File: config.mk
export PLATFORM = sky130hd
export DESIGN_NAME = smps_top
export DESIGN_NICKNAME = d
export VERILOG_FILES = /design/src/pkg/smps_pkg.sv /design/src/hw/smps_top.sv
export SDC_FILE = /design/constraint.sdc
export NUM_CORES = 1
export LEC_CHECK = 0
export ABC_AREA = 1
export BUFFER_PORTS_ARGS = -buffer_cell sky130_fd_sc_hd__buf_2
export CAP_MARGIN = 20
export CELL_PAD_IN_SITES_DETAIL_PLACEMENT = 0
export CELL_PAD_IN_SITES_GLOBAL_PLACEMENT = 1
export CORE_MARGIN = 10
export CORE_UTILIZATION = 36
export CTS_CLUSTER_SIZE = 20
export DETAILED_ROUTE_END_ITERATION = 16
export GPL_TIMING_DRIVEN = 0
export PLACE_DENSITY_LB_ADDON = 0.12
export SLEW_MARGIN = 40
export SYNTH_ARGS = -nofsm -noshare
export SYNTH_HDL_FRONTEND = slang
export SYNTH_SLANG_ARGS = --single-unit
File: constraint.sdc
create_clock -name CLK_SYS_I -period 2.1 [get_ports CLK_SYS_I]
set_clock_uncertainty 0.15 [all_clocks]
set_input_delay 0.21 -clock CLK_SYS_I [delete_from_list [all_inputs] [get_ports CLK_SYS_I]]
set_output_delay 0.21 -clock CLK_SYS_I [all_outputs]
set_load 0.005 [all_outputs]
File: src/pkg/smps_pkg.sv
// package for the stop mode power sequencer: register map, fields, modes
package smps_pkg;

    // register byte offsets on the ahb-lite slave
    localparam logic [7:0] OFS_CTRL_ONE  = 8'h00;  // power_mgmt_ctrl_one
    localparam logic [7:0] OFS_CTRL_TWO  = 8'h04;  // power_mgmt_ctrl_two
    localparam logic [7:0] OFS_SYS_OPT   = 8'h08;  // stop_entry_permit and debug_enable_bit
    localparam logic [7:0] OFS_STATUS    = 8'h0c;  // mode and pin latch status, read only
    localparam logic [7:0] OFS_CMD       = 8'h10;  // stop instruction and debug commands

    // power_mgmt_ctrl_one fields
    localparam int LOW_VOLTAGE_DETECT_ENABLE_BIT   = 0;
    localparam int LOW_VOLTAGE_DETECT_IN_STOP_BIT  = 1;
    // power_mgmt_ctrl_two fields
    localparam int PARTIAL_POWERDOWN_CONTROL_BIT   = 0;
    localparam int POWERDOWN_ACKNOWLEDGE_BIT = 1;
    localparam int POWERDOWN_RECOVERY_FLAG_BIT   = 2;
    localparam int LPR_BIT    = 3;
    localparam int LOW_POWER_RUN_STATUS_BIT   = 4;
    localparam int FULL_REGULATION_WAKE_BIT  = 5;
    localparam int TODEN_BIT  = 6;
    // system option fields
    localparam int STOP_ENTRY_PERMIT_BIT  = 0;
    localparam int DEBUG_ENABLE_BIT_BIT  = 1;
    localparam int EXTERNAL_BYPASS_LOW_POWER_BIT  = 2;
    // command fields
    localparam int CMD_STOP_BIT = 0;
    localparam int CMD_MAWS_BIT = 1;
    localparam int CMD_BKGD_BIT = 2;

    localparam logic [31:0] CTRL_ONE_RST = 32'h0000_0000;
    localparam logic [31:0] SYS_OPT_RST  = 32'h0000_0000;

    // number of wake interrupt sources for retained stop
    localparam int NUM_WAKE_SRC = 9;
    // cycles held in reset after a powerdown wake, supply ramp allowance
    localparam int WAKE_RESET_CYCLES = 4;

    typedef enum logic [2:0] {
        SMPS_RUN,
        SMPS_LPRUN,
        SMPS_STOP3,
        SMPS_STOP2,
        SMPS_WAKE_RST,
        SMPS_BKGD
    } smps_mode_e;

    // wake source bundle, one bit each
    typedef struct packed {
        logic keyboard_interrupt;
        logic lcd;
        logic sci;
        logic irq;
        logic analog_comparator;
        logic adc;
        logic low_voltage_warning;
        logic lvd;
        logic time_of_day_unit;
    } smps_wake_s;

endpackage
File: src/hw/smps_top.sv
// stop mode power sequencer with ahb-lite register slave
`timescale 1ns/1ps
//
// Overview of operation
// RL1: latch pin controls on powerdown stop entry (code: not when powerdown is entered from low-power run)
// RL2: powerdown stop cuts most domains' power
// RL3: wake pin low leaves powerdown stop
// RL4: enabled time-of-day interrupt wakes powerdown stop
// RL5: software makes wake pin input first
// RL6: high driven output wake pin ignored
// RL7: powerdown wake resets most module registers
// RL8: powerdown wake holds reset under low supply
// RL9: recovery flag stays until acknowledge written
// RL10: acknowledge opens pin latches to port values
// RL11: unenabled peripheral pins revert to port control
// RL12: software rewrites clock control before acknowledge
// RL13: software reinitialises display before acknowledge
// RL14: retained stop keeps all state
// RL15: reset or listed interrupts leave retained stop
// RL16: reset exit via reset vector, interrupt via own
// RL17: debug enable keeps debug clocks, full regulation
// RL18: debug enable demotes powerdown to retained stop
// RL19: stopped: status commands error, background wakes
// RL20: low voltage in stop keeps regulator, demotes
// RL21: low-power run and powerdown control exclusive (code: one write setting both bits from clear sets both)
// RL22: low-power run stop exit follows wake bit
// RL23: low-power run only under allowed conditions
// RL24: stop with permit clear forces illegal reset
module smps_top
    import smps_pkg::*;
(
    // clock and reset
    input  wire logic        CLK_SYS_I,
    input  wire logic        NRST_I,
    // ahb-lite slave
    input  wire logic        HSEL_I,
    input  wire logic [7:0]  HADDR_I,
    input  wire logic [1:0]  HTRANS_I,
    input  wire logic        HWRITE_I,
    input  wire logic [2:0]  HSIZE_I,
    input  wire logic [31:0] HWDATA_I,
    input  wire logic        HREADY_I,
    output logic      [31:0] HRDATA_O,
    output logic             HREADYOUT_O,
    output logic             HRESP_O,
    // wake sources and pins
    input  wire logic        WAKE_RESET_PIN_I,
    input  wire logic        WAKE_PIN_OUT_HIGH_I,
    input  wire logic        SUPPLY_LOW_I,
    input  wire smps_wake_s  WAKE_IRQ_I,
    input  wire logic        PERIPH_ENABLED_I,
    // pin control from port logic
    input  wire logic [7:0]  PIN_CTRL_I,
    input  wire logic [7:0]  PORT_CTRL_I,
    // sequencer outputs
    output logic      [7:0]  PIN_CTRL_O,
    output logic             PIN_LATCHED_O,
    output logic             DOMAIN_POWER_O,
    output logic             REGULATOR_FULL_O,
    output logic             DEBUG_CLK_ON_O,
    output logic             CPU_HALT_O,
    output logic             MODULE_RESET_O,
    output logic             RESET_VECTOR_O,
    output logic             IRQ_VECTOR_O,
    output logic             ILLEGAL_RESET_O,
    output logic             DEBUG_STATUS_ERR_O,
    output logic             BKGD_ENTRY_O
);

    smps_mode_e mode;
    smps_mode_e resume_mode;
    logic [31:0] ctrl_one;
    logic [31:0] sys_opt;
    logic        partial_powerdown_control;
    logic        powerdown_recovery_flag;
    logic        low_power_run_request;
    logic        full_regulation_wake;
    logic        tod_en;
    logic        latched;
    logic [7:0]  pin_hold;
    logic [2:0]  wake_cnt;
    logic        wake_pin_m;
    logic        wake_pin_s;
    smps_wake_s  irq_m;
    smps_wake_s  irq_s;
    logic        supply_m;
    logic        supply_s;

    // ahb data phase
    logic        dp_wr;
    logic        dp_rd;
    logic [7:0]  dp_addr;
    logic        acc;

    logic lvd_stop;
    logic demote;
    logic stop_req;
    logic maws_req;
    logic bkgd_req;
    logic ack_wr;
    logic wake_pin_active;
    logic any_irq;

    assign acc = HSEL_I && HTRANS_I[1] && HREADY_I;

    always_ff @(posedge CLK_SYS_I or negedge NRST_I) begin
        if (!NRST_I) begin
            dp_wr   <= 1'b0;
            dp_rd   <= 1'b0;
            dp_addr <= 8'h00;
        end else if (HREADY_I) begin
            dp_wr   <= acc && HWRITE_I;
            dp_rd   <= acc && !HWRITE_I;
            dp_addr <= HADDR_I;
        end
    end

    // external levels cross into the bus clock domain
    always_ff @(posedge CLK_SYS_I or negedge NRST_I) begin
        if (!NRST_I) begin
            wake_pin_m <= 1'b1;
            wake_pin_s <= 1'b1;
            irq_m      <= '0;
            irq_s      <= '0;
            supply_m   <= 1'b0;
            supply_s   <= 1'b0;
        end else begin
            wake_pin_m <= WAKE_RESET_PIN_I;
            wake_pin_s <= wake_pin_m;
            irq_m      <= WAKE_IRQ_I;
            irq_s      <= irq_m;
            supply_m   <= SUPPLY_LOW_I;
            supply_s   <= supply_m;
        end
    end

    assign lvd_stop = ctrl_one[LOW_VOLTAGE_DETECT_ENABLE_BIT] && ctrl_one[LOW_VOLTAGE_DETECT_IN_STOP_BIT];
    assign demote   = sys_opt[DEBUG_ENABLE_BIT_BIT] || lvd_stop; // RL18 RL20
    assign stop_req = dp_wr && dp_addr == OFS_CMD && HWDATA_I[CMD_STOP_BIT];
    assign maws_req = dp_wr && dp_addr == OFS_CMD && HWDATA_I[CMD_MAWS_BIT];
    assign bkgd_req = dp_wr && dp_addr == OFS_CMD && HWDATA_I[CMD_BKGD_BIT];
    assign ack_wr   = dp_wr && dp_addr == OFS_CTRL_TWO && HWDATA_I[POWERDOWN_ACKNOWLEDGE_BIT];
    // a high driven wake pin never reads as a wake request
    assign wake_pin_active = !wake_pin_s && !WAKE_PIN_OUT_HIGH_I; // RL3 RL6 RL5
    assign any_irq = |irq_s; // RL15

    // power mode sequencer
    always_ff @(posedge CLK_SYS_I or negedge NRST_I) begin
        if (!NRST_I) begin
            mode        <= SMPS_RUN;
            resume_mode <= SMPS_RUN;
            wake_cnt    <= 3'h0;
        end else begin
            case (mode)
                SMPS_RUN, SMPS_LPRUN: begin
                    if (low_power_run_request && mode == SMPS_RUN) begin
                        mode <= SMPS_LPRUN;
                    end else if (!low_power_run_request && mode == SMPS_LPRUN) begin
                        mode <= SMPS_RUN;
                    end
                    if (stop_req && sys_opt[STOP_ENTRY_PERMIT_BIT]) begin
                        resume_mode <= mode;
                        // low-power run lands in stop3 unless one write set both lpr and partial_powerdown_control together
                        if (partial_powerdown_control && !demote) begin // RL18 RL20 RL21
                            mode <= SMPS_STOP2;
                        end else begin
                            mode <= SMPS_STOP3;
                        end
                    end
                end
                SMPS_STOP3: begin
                    if (wake_pin_active) begin
                        mode <= SMPS_RUN; // RL16 RL22
                    end else if (bkgd_req && sys_opt[DEBUG_ENABLE_BIT_BIT]) begin
                        mode <= SMPS_BKGD; // RL19
                    end else if (any_irq) begin
                        mode <= (resume_mode == SMPS_LPRUN && !full_regulation_wake) ? SMPS_LPRUN
                                                                      : SMPS_RUN; // RL22
                    end
                end
                SMPS_STOP2: begin
                    if (wake_pin_active || (tod_en && irq_s.time_of_day_unit)) begin // RL3 RL4
                        mode     <= SMPS_WAKE_RST;
                        wake_cnt <= 3'h0;
                    end
                end
                SMPS_WAKE_RST: begin
                    // reset stays while supply is below the trip point
                    if (supply_s) begin // RL8
                        wake_cnt <= 3'h0;
                    end else if (wake_cnt == 3'(WAKE_RESET_CYCLES - 1)) begin
                        mode <= SMPS_RUN;
                    end else begin
                        wake_cnt <= wake_cnt + 3'h1;
                    end
                end
                SMPS_BKGD: begin
                    if (stop_req) begin
                        mode <= SMPS_RUN;
                    end
                end
                default: mode <= SMPS_RUN;
            endcase
        end
    end

    // power_mgmt_ctrl_two bits; these survive a powerdown wake
    always_ff @(posedge CLK_SYS_I or negedge NRST_I) begin
        if (!NRST_I) begin
            partial_powerdown_control   <= 1'b0;
            low_power_run_request    <= 1'b0;
            full_regulation_wake  <= 1'b0;
            tod_en <= 1'b0;
        end else if (mode == SMPS_STOP3 && wake_pin_active) begin
            low_power_run_request <= 1'b0; // RL22
        end else if (mode == SMPS_STOP3 && any_irq && full_regulation_wake) begin
            low_power_run_request <= 1'b0; // RL22
        end else if (dp_wr && dp_addr == OFS_CTRL_TWO) begin
            full_regulation_wake  <= HWDATA_I[FULL_REGULATION_WAKE_BIT];
            tod_en <= HWDATA_I[TODEN_BIT];
            // each of partial_powerdown_control and lpr is refused while the other is set
            partial_powerdown_control <= HWDATA_I[PARTIAL_POWERDOWN_CONTROL_BIT] && !low_power_run_request; // RL21
            low_power_run_request  <= HWDATA_I[LPR_BIT] && !partial_powerdown_control && !sys_opt[DEBUG_ENABLE_BIT_BIT] && !lvd_stop
                    && sys_opt[EXTERNAL_BYPASS_LOW_POWER_BIT]; // RL21 RL23
        end
    end

    // recovery flag: the wake set wins over an acknowledge in the same cycle
    always_ff @(posedge CLK_SYS_I or negedge NRST_I) begin
        if (!NRST_I) begin
            powerdown_recovery_flag <= 1'b0;
        end else if (mode == SMPS_STOP2 && (wake_pin_active || (tod_en && irq_s.time_of_day_unit))) begin
            powerdown_recovery_flag <= 1'b1; // RL9
        end else if (ack_wr) begin
            powerdown_recovery_flag <= 1'b0; // RL9
        end
    end

    // module registers; a powerdown wake clears sys_opt but not ctrl_one
    always_ff @(posedge CLK_SYS_I or negedge NRST_I) begin
        if (!NRST_I) begin
            ctrl_one <= CTRL_ONE_RST;
            sys_opt  <= SYS_OPT_RST;
        end else begin
            if (dp_wr && dp_addr == OFS_CTRL_ONE) begin
                ctrl_one <= HWDATA_I & 32'h0000_0003;
            end
            if (mode == SMPS_WAKE_RST) begin
                sys_opt <= SYS_OPT_RST; // RL7
            end else if (dp_wr && dp_addr == OFS_SYS_OPT) begin
                sys_opt <= HWDATA_I & 32'h0000_0007;
            end
        end
    end

    // pin latches close on powerdown entry from run, open on acknowledge
    always_ff @(posedge CLK_SYS_I or negedge NRST_I) begin
        if (!NRST_I) begin
            latched  <= 1'b0;
            pin_hold <= 8'h00;
        end else if (!latched && mode != SMPS_STOP2 && stop_req && sys_opt[STOP_ENTRY_PERMIT_BIT]
                     && partial_powerdown_control && !demote && mode == SMPS_RUN) begin
            latched  <= 1'b1; // RL1
            // hold what the pins show now, which may be port control rather than peripheral
            pin_hold <= PIN_CTRL_O;
        end else if (latched && ack_wr && mode != SMPS_STOP2 && mode != SMPS_WAKE_RST) begin
            latched <= 1'b0; // RL10
        end
    end

    // pins: held value, else peripheral if re-enabled, else port registers
    always_ff @(posedge CLK_SYS_I or negedge NRST_I) begin
        if (!NRST_I) begin
            PIN_CTRL_O <= 8'h00;
        end else if (latched) begin
            PIN_CTRL_O <= pin_hold; // RL1 RL14
        end else if (PERIPH_ENABLED_I) begin
            PIN_CTRL_O <= PIN_CTRL_I;
        end else begin
            PIN_CTRL_O <= PORT_CTRL_I; // RL10 RL11
        end
    end

    // one-cycle event outputs
    always_ff @(posedge CLK_SYS_I or negedge NRST_I) begin
        if (!NRST_I) begin
            RESET_VECTOR_O     <= 1'b0;
            IRQ_VECTOR_O       <= 1'b0;
            ILLEGAL_RESET_O    <= 1'b0;
            DEBUG_STATUS_ERR_O <= 1'b0;
            BKGD_ENTRY_O       <= 1'b0;
        end else begin
            RESET_VECTOR_O <= (mode == SMPS_STOP3 && wake_pin_active)
                              || (mode == SMPS_WAKE_RST && !supply_s
                                  && wake_cnt == 3'(WAKE_RESET_CYCLES - 1)); // RL8 RL16
            IRQ_VECTOR_O   <= mode == SMPS_STOP3 && !wake_pin_active
                              && !(bkgd_req && sys_opt[DEBUG_ENABLE_BIT_BIT]) && any_irq; // RL16
            ILLEGAL_RESET_O <= stop_req && !sys_opt[STOP_ENTRY_PERMIT_BIT]
                               && (mode == SMPS_RUN || mode == SMPS_LPRUN); // RL24
            DEBUG_STATUS_ERR_O <= maws_req && (mode == SMPS_STOP3); // RL19
            BKGD_ENTRY_O   <= bkgd_req && mode == SMPS_STOP3 && sys_opt[DEBUG_ENABLE_BIT_BIT]; // RL19
        end
    end

    assign PIN_LATCHED_O    = latched;
    assign DOMAIN_POWER_O   = mode != SMPS_STOP2; // RL2
    assign REGULATOR_FULL_O = !(mode == SMPS_STOP2 || mode == SMPS_LPRUN
                               || (mode == SMPS_STOP3 && !sys_opt[DEBUG_ENABLE_BIT_BIT]
                                   && !lvd_stop)); // RL17 RL20
    assign DEBUG_CLK_ON_O   = sys_opt[DEBUG_ENABLE_BIT_BIT] && mode != SMPS_STOP2; // RL17
    assign CPU_HALT_O       = mode == SMPS_STOP2 || mode == SMPS_STOP3 || mode == SMPS_WAKE_RST;
    assign MODULE_RESET_O   = mode == SMPS_WAKE_RST; // RL7 RL8

    // read mux, registered; unmapped addresses read zero with okay
    always_ff @(posedge CLK_SYS_I or negedge NRST_I) begin
        if (!NRST_I) begin
            HRDATA_O <= 32'h0000_0000;
        end else if (acc && !HWRITE_I) begin
            case (HADDR_I)
                OFS_CTRL_ONE: HRDATA_O <= ctrl_one;
                OFS_CTRL_TWO: HRDATA_O <= {25'h0, tod_en, full_regulation_wake, low_power_run_request, low_power_run_request, powerdown_recovery_flag, 1'b0, partial_powerdown_control};
                OFS_SYS_OPT:  HRDATA_O <= sys_opt;
                OFS_STATUS:   HRDATA_O <= {27'h0, latched, 1'b0, mode};
                default:      HRDATA_O <= 32'h0000_0000;
            endcase
        end
    end

    assign HREADYOUT_O = 1'b1;
    assign HRESP_O     = 1'b0;

endmodule

==> results of run 1 <==
==> tightest hold or removal path, stage by stage <==
cell and delay, ns:
buf_2 0.08, a21oi_1 0.05, a22oi_1 0.13
==> worst max path at each step <==
stage	slack [ns]	endpoint	from	cells after the start
after CTS	0.21	pin_hold[5]	sys_opt[1]	7
final	0.23	pin_hold[5]	sys_opt[1]	7
after global routing	0.07	pin_hold[0]	sys_opt[1]	7
after global placement	0.08	supply_m	NRST_I	1
after detailed placement	0.22	pin_hold[5]	sys_opt[1]	7
after floorplan	0.51	pin_hold[0]	mode[1]	8
==> cell usage after synthesis (all sizes together) <==
cell type,count
conb,2
nor2,32
dfrtp,77
and3b,1
o22ai,2
ha,2
nand3,28
nand3b,1
dfstp,2
nand2,93
clkbuf,3
inv,62
a21oi,11
a22oi,9
or2,2
nand4,9
o211ai,1
mux2,2
nor4,2
nor3,6
o21ai,33
buf,32
==> power groups by stage <==
stage / Clock, mW / Sequential [mW] / Combinational, mW
6_report: 1.22 / 1.74 / 0.699
4_1_cts: 1.26 / 1.74 / 0.707
3_5_place_dp: 0 / 1.77 / 0.649
3_3_place_gp: 0 / 1.77 / 0.637
2_1_floorplan: 0 / 1.74 / 0.416
5_1_grt: 1.33 / 1.75 / 0.814
==> final cells by class <==
cell class | instances | area [µm²]
Sequential cell | 79 | 1980
Buffer | 35 | 256
Inverter | 62 | 233
Fill cell | 941 | 4960
Clock inverter | 3 | 68.8
Multi-Input combinational cell | 261 | 1290
Timing Repair Buffer | 110 | 764
Tap cell | 133 | 166
Clock buffer | 12 | 145
==> routing by layer <==
layer	vias to the layer above	GRT usage (%)	part of all wire, %
met5	-	0	0
met2	75	19.8	46
met3	8	3.21	6.1
met4	0	4.52	1.1
li1	1544	-	-
met1	1360	16.9	47
==> registers in the layout, indices dropped and copies added (netlist names), 2 cells and up <==
name / flops
PIN_CTRL_O: 8
resume_mode: 3
irq_s: 9
ctrl_one: 2
irq_m: 9
pin_hold: 8
mode: 3
HRDATA_O: 7
dp_addr: 8
sys_opt: 3
wake_cnt: 3
==> through the flow <==
| stage | utilization [%] | worst slack (ns) | area (µm²) | cells |
|---|---|---|---|---|
| 3_3_place_gp | 43.5 | 0.0793 | 4290 | 642 |
| 3_5_place_dp | 43.8 | 0.224 | 4320 | 643 |
| 2_1_floorplan | - | 0.514 | 3760 | 437 |
| 6_report | 49.7 | 0.228 | 4900 | 695 |
| 4_1_cts | 49.7 | 0.211 | 4900 | 695 |
| 5_1_grt | 49.7 | 0.0692 | 4900 | 695 |
==> kinds of logic after synthesis <==
logic type	synth area share [%]
AOI/OAI and AO/OA	8.81
and+or+nand+nor	22.4
DFF	54.0
muxes	0.614
buffers and inverters	13.3
other	0.205
adders and majority gates	0.682
==> metrics, run 1 <==
run status complete, no violations; post_cts resized 0; startpoint types register; vias between 2000 and 3000; CTS Buffer Depth 2; Ports 132; kind of critical path register to register; Combinational Power Share a little under a fifth; core region area 9860 µm²; maximum clock frequency approximately 0.53 GHz; GRT Overall Usage 12.8%; Min-Delay Startpoint PIN_CTRL_I[5]; final wirelength 9.07 mm; Avg WL per Cell between 10 and 15 µm; post-synth top area share 52.6%; detailed-route DRC error count 0; WHS approximately 0.016 ns; TNS Setup 0 ns; CP max-delay cell dfrtp_1; sw power 1.05 mW; r2r setup slk 0.23 ns; Setup-failing EPs final 0; WP data required roughly 2.2 ns; Worst-path clk slew 0.08 ns; CTS Buf Count 9; Final #Nets 639; sequential area share after synthesis 54.0%; Least-Margin Pin Slew 0.620 ns; Post-Syn Area 3670 µm²; switching share of power 28.6%; Die Wd between 100 and 150 µm; Worst Setup End Kind register; Row Count 36; antenna-violating nets left 0; Final min period 1.87 ns; Starting Density 37.2%; post-synth cell types 37; Hold Buf Count CTS 37; Avg Cell Area, Syn 8.90 µm²; Cells after Synth a little over 400; post-synth top area cell dfrtp_1; share of cells above drive strength 1 26.0%; H-tree depth 3; top cells by area, synth dfrtp_1, nand2_1, inv_1, buf_4, nand3_1; final hold viol count 0; Initial DRC Count 88; Final HPWL DP 6.95 mm; Pins Over Slew Limit 0; Final Wtd Congestion 0.824; largest net degree at the start of global routing between 40 and 50; clock group share of total power 33.4%; die height approximately 120 µm; DR vias/cell 4.30; leak pwr 2.58 nW; Yosys reg bits between 70 and 80; CP Data Arrival Time 1.97 ns; hold endpoint PIN_CTRL_O[5]; final worst path period share 89.2%; CP cell instances a21oi_1 -> nand2_1 -> nor3_4 -> nand4_4 -> buf_6 -> o21ai_1 -> inv_1; cell-internal power ~2.6 mW; n_diodes 0; highest cell delay on the worst timing path 0.42 ns; Max-cap violations 0; Post-CTS Setup Bufs 0; path depth of the worst reg2reg path 7; Yosys warning count 0; Worst Hold Class input port to register; CTS Sinks 79; VDD IR-drop max 0.000396 V; pwr/cell area 747 nW/µm²; most frequent cells in the layout nand2_1, dfrtp_1, buf_2; Design Power 3.66 mW; vias in the first global route 3104; Crit Reg-Reg Endpoint pin_hold[5]; largest delay contributor family on the critical path simple AND/OR/NAND/NOR gates; Hold Path Stages 3; commonest non-fill, non-tap cell in the layout nand2_1; Bufs and invs on worst path 2; total grt overflow 0; clk root buf clkbuf_8; drt first pass iters 4; Area growth, synth to finish 33.8%; first-pass GRT wire length 15.3 mm; die area 14600 µm²; worst skew pair latency 0.35 ns; Slew HR 58.7%; critical path peak fanout 10; sequential power share 47.5%; buffers added on ports 72; worst r2r src sys_opt[1]; RSZ-0062 raised after global routing no; CTS tree done; initial antenna violation count 0
Power figures use the tool's default switching activity.
==> run 2: changes to the inputs <==
--- a/config.mk
+++ b/config.mk
@@ -14,7 +14,6 @@
 export CORE_UTILIZATION = 36
 export CTS_CLUSTER_SIZE = 20
 export DETAILED_ROUTE_END_ITERATION = 16
-export GPL_TIMING_DRIVEN = 0
 export PLACE_DENSITY_LB_ADDON = 0.12
 export SLEW_MARGIN = 40
 export SYNTH_ARGS = -nofsm -noshare
==> metrics, run 2 (synthesis gave the netlist of run 1 again) <==
final instance area 4700 µm²; detailed-route DRC error count 0; Worst-path clk slew 0.08 ns; n_diodes 0; leak pwr 2.44 nW; commonest non-fill, non-tap cell in the layout nand2_1; CTS Buffer Depth 2; Avg WL per Cell around 13 µm; largest net degree at the start of global routing 35; antenna-violating nets left 0; GRT Overall Usage 13.0%; initial antenna violation count 0; clk root buf clkbuf_8; Setup-failing EPs final 0; CP Data Arrival Time 1.53 ns; critical path peak fanout 9; Row Count 36; total grt overflow 0; Initial DRC Count 84; worst skew pair latency 0.36 ns; die area 14600 µm²; CTS Buf Count 9; r2r setup slk a little under 0.3 ns; met1 usage 15.7%; final worst path period share 89.9%; Crit Reg-Reg Endpoint pin_hold[0]; most frequent cells in the layout nand2_1, dfrtp_1, buf_2; DP Area between 4000 and 5000 µm²; CTS tree done; maximum clock frequency 0.530 GHz; share of cells above drive strength 1 23.0%; Worst Hold Class input port to register; CP startpoint mode[1]; met3 usage under 10%; final wirelength roughly 9 mm; H-tree depth 3; crit path capture CPU_HALT_O; buffers added on ports 74; TNS Setup 0 ns; WP data required 1.74 ns; Final HPWL DP 6.93 mm; vias between 2000 and 3000; RSZ-0062 raised after global routing no; DR vias/cell about 4.4; drt first pass iters 4; die height 121 µm; run status complete, no violations; Worst Setup End Kind primary output; vias in the first global route 3088; Area growth, synth to finish 28.1%; startpoint types register; first-pass GRT wire length between 15 and 20 mm; Post-CTS Setup Bufs 0; Die Wd 121 µm; path depth of the worst reg2reg path 6; CTS Sinks 79; top flop regs irq_m (9), irq_s (9); met2 GRT Util a little over a fifth; VDD IR-drop max about 0.00038 V; final hold viol count 0; worst r2r src mode[1]; Starting Density 37.2%; Top Usage Layer GRT met2; Final #Nets 615; Ports 132; Final Wtd Congestion 0.807; Final min period 1.89 ns; Max-cap violations 0; core region area 9860 µm²; Design Power between 3 and 4 mW; Pins Over Slew Limit 0; pwr/cell area 751 nW/µm²; kind of critical path register to primary output
## run 2: power by group
| part | total (mW) | switching, mW | internal [mW] |
|---|---|---|---|
| Clock | 1.10 | 0.552 | 0.545 |
| Sequential | 1.74 | 0.111 | 1.63 |
| Combinational | 0.687 | 0.411 | 0.276 |
## run 2: timing repair
item                                   CTS  global route
endpoints found under the hold margin   79             0
hold buffers                            40             0
resized for setup                        0             0
## run 2: layout make-up
| cell class | instances | area, µm² |
|---|---|---|
| Clock buffer | 10 | 128 |
| Clock inverter | 5 | 60.1 |
| Fill cell | 976 | 5170 |
| Inverter | 62 | 233 |
| Multi-Input combinational cell | 261 | 1290 |
| Sequential cell | 79 | 1980 |
| Tap cell | 133 | 166 |
| Timing Repair Buffer | 121 | 838 |
## run 2: metal layers
| layer | vias up | routed length, µm |
|---|---|---|
| met3 | 12 | 515 |
| li1 | 1499 | - |
| met1 | 1361 | 4160 |
| met4 | 0 | 122 |
| met5 | - | 0 |
| met2 | 60 | 4220 |
## run 2: metrics by stage
step                util (%)  std cells  hold WS (ns)  setup WS [ns]
finish                  47.6        671        0.0112          0.212
global route            47.6        671        0.0136          0.102
CTS                     47.6        671       0.00323          0.173
detailed placement      41.6        616        0.0353          0.280
global placement        41.6        616        0.0282          0.299
floorplan                  -        437        -0.236          0.514
## run 2: how the worst min path moves through the flow
stage                        from                     to  slack (ns)  cells past startpoint
CTS                 PIN_CTRL_I[3]          PIN_CTRL_O[3]       0.003                      3
floorplan                  NRST_I           BKGD_ENTRY_O       -0.24                      0
global route        PIN_CTRL_I[2]          PIN_CTRL_O[2]        0.01                      3
global placement           NRST_I  low_power_run_request        0.03                      1
finish              PIN_CTRL_I[2]          PIN_CTRL_O[2]        0.01                      3
detailed placement         NRST_I  low_power_run_request        0.04                      1
## run 2: worst max-delay path, cell delays in order, from the launching register on
cell	delay, ns
dfrtp_1	0.60
nor2_1	0.11
nand2_2	0.11
buf_4	0.16
nand2_1	0.07
buf_2	0.13
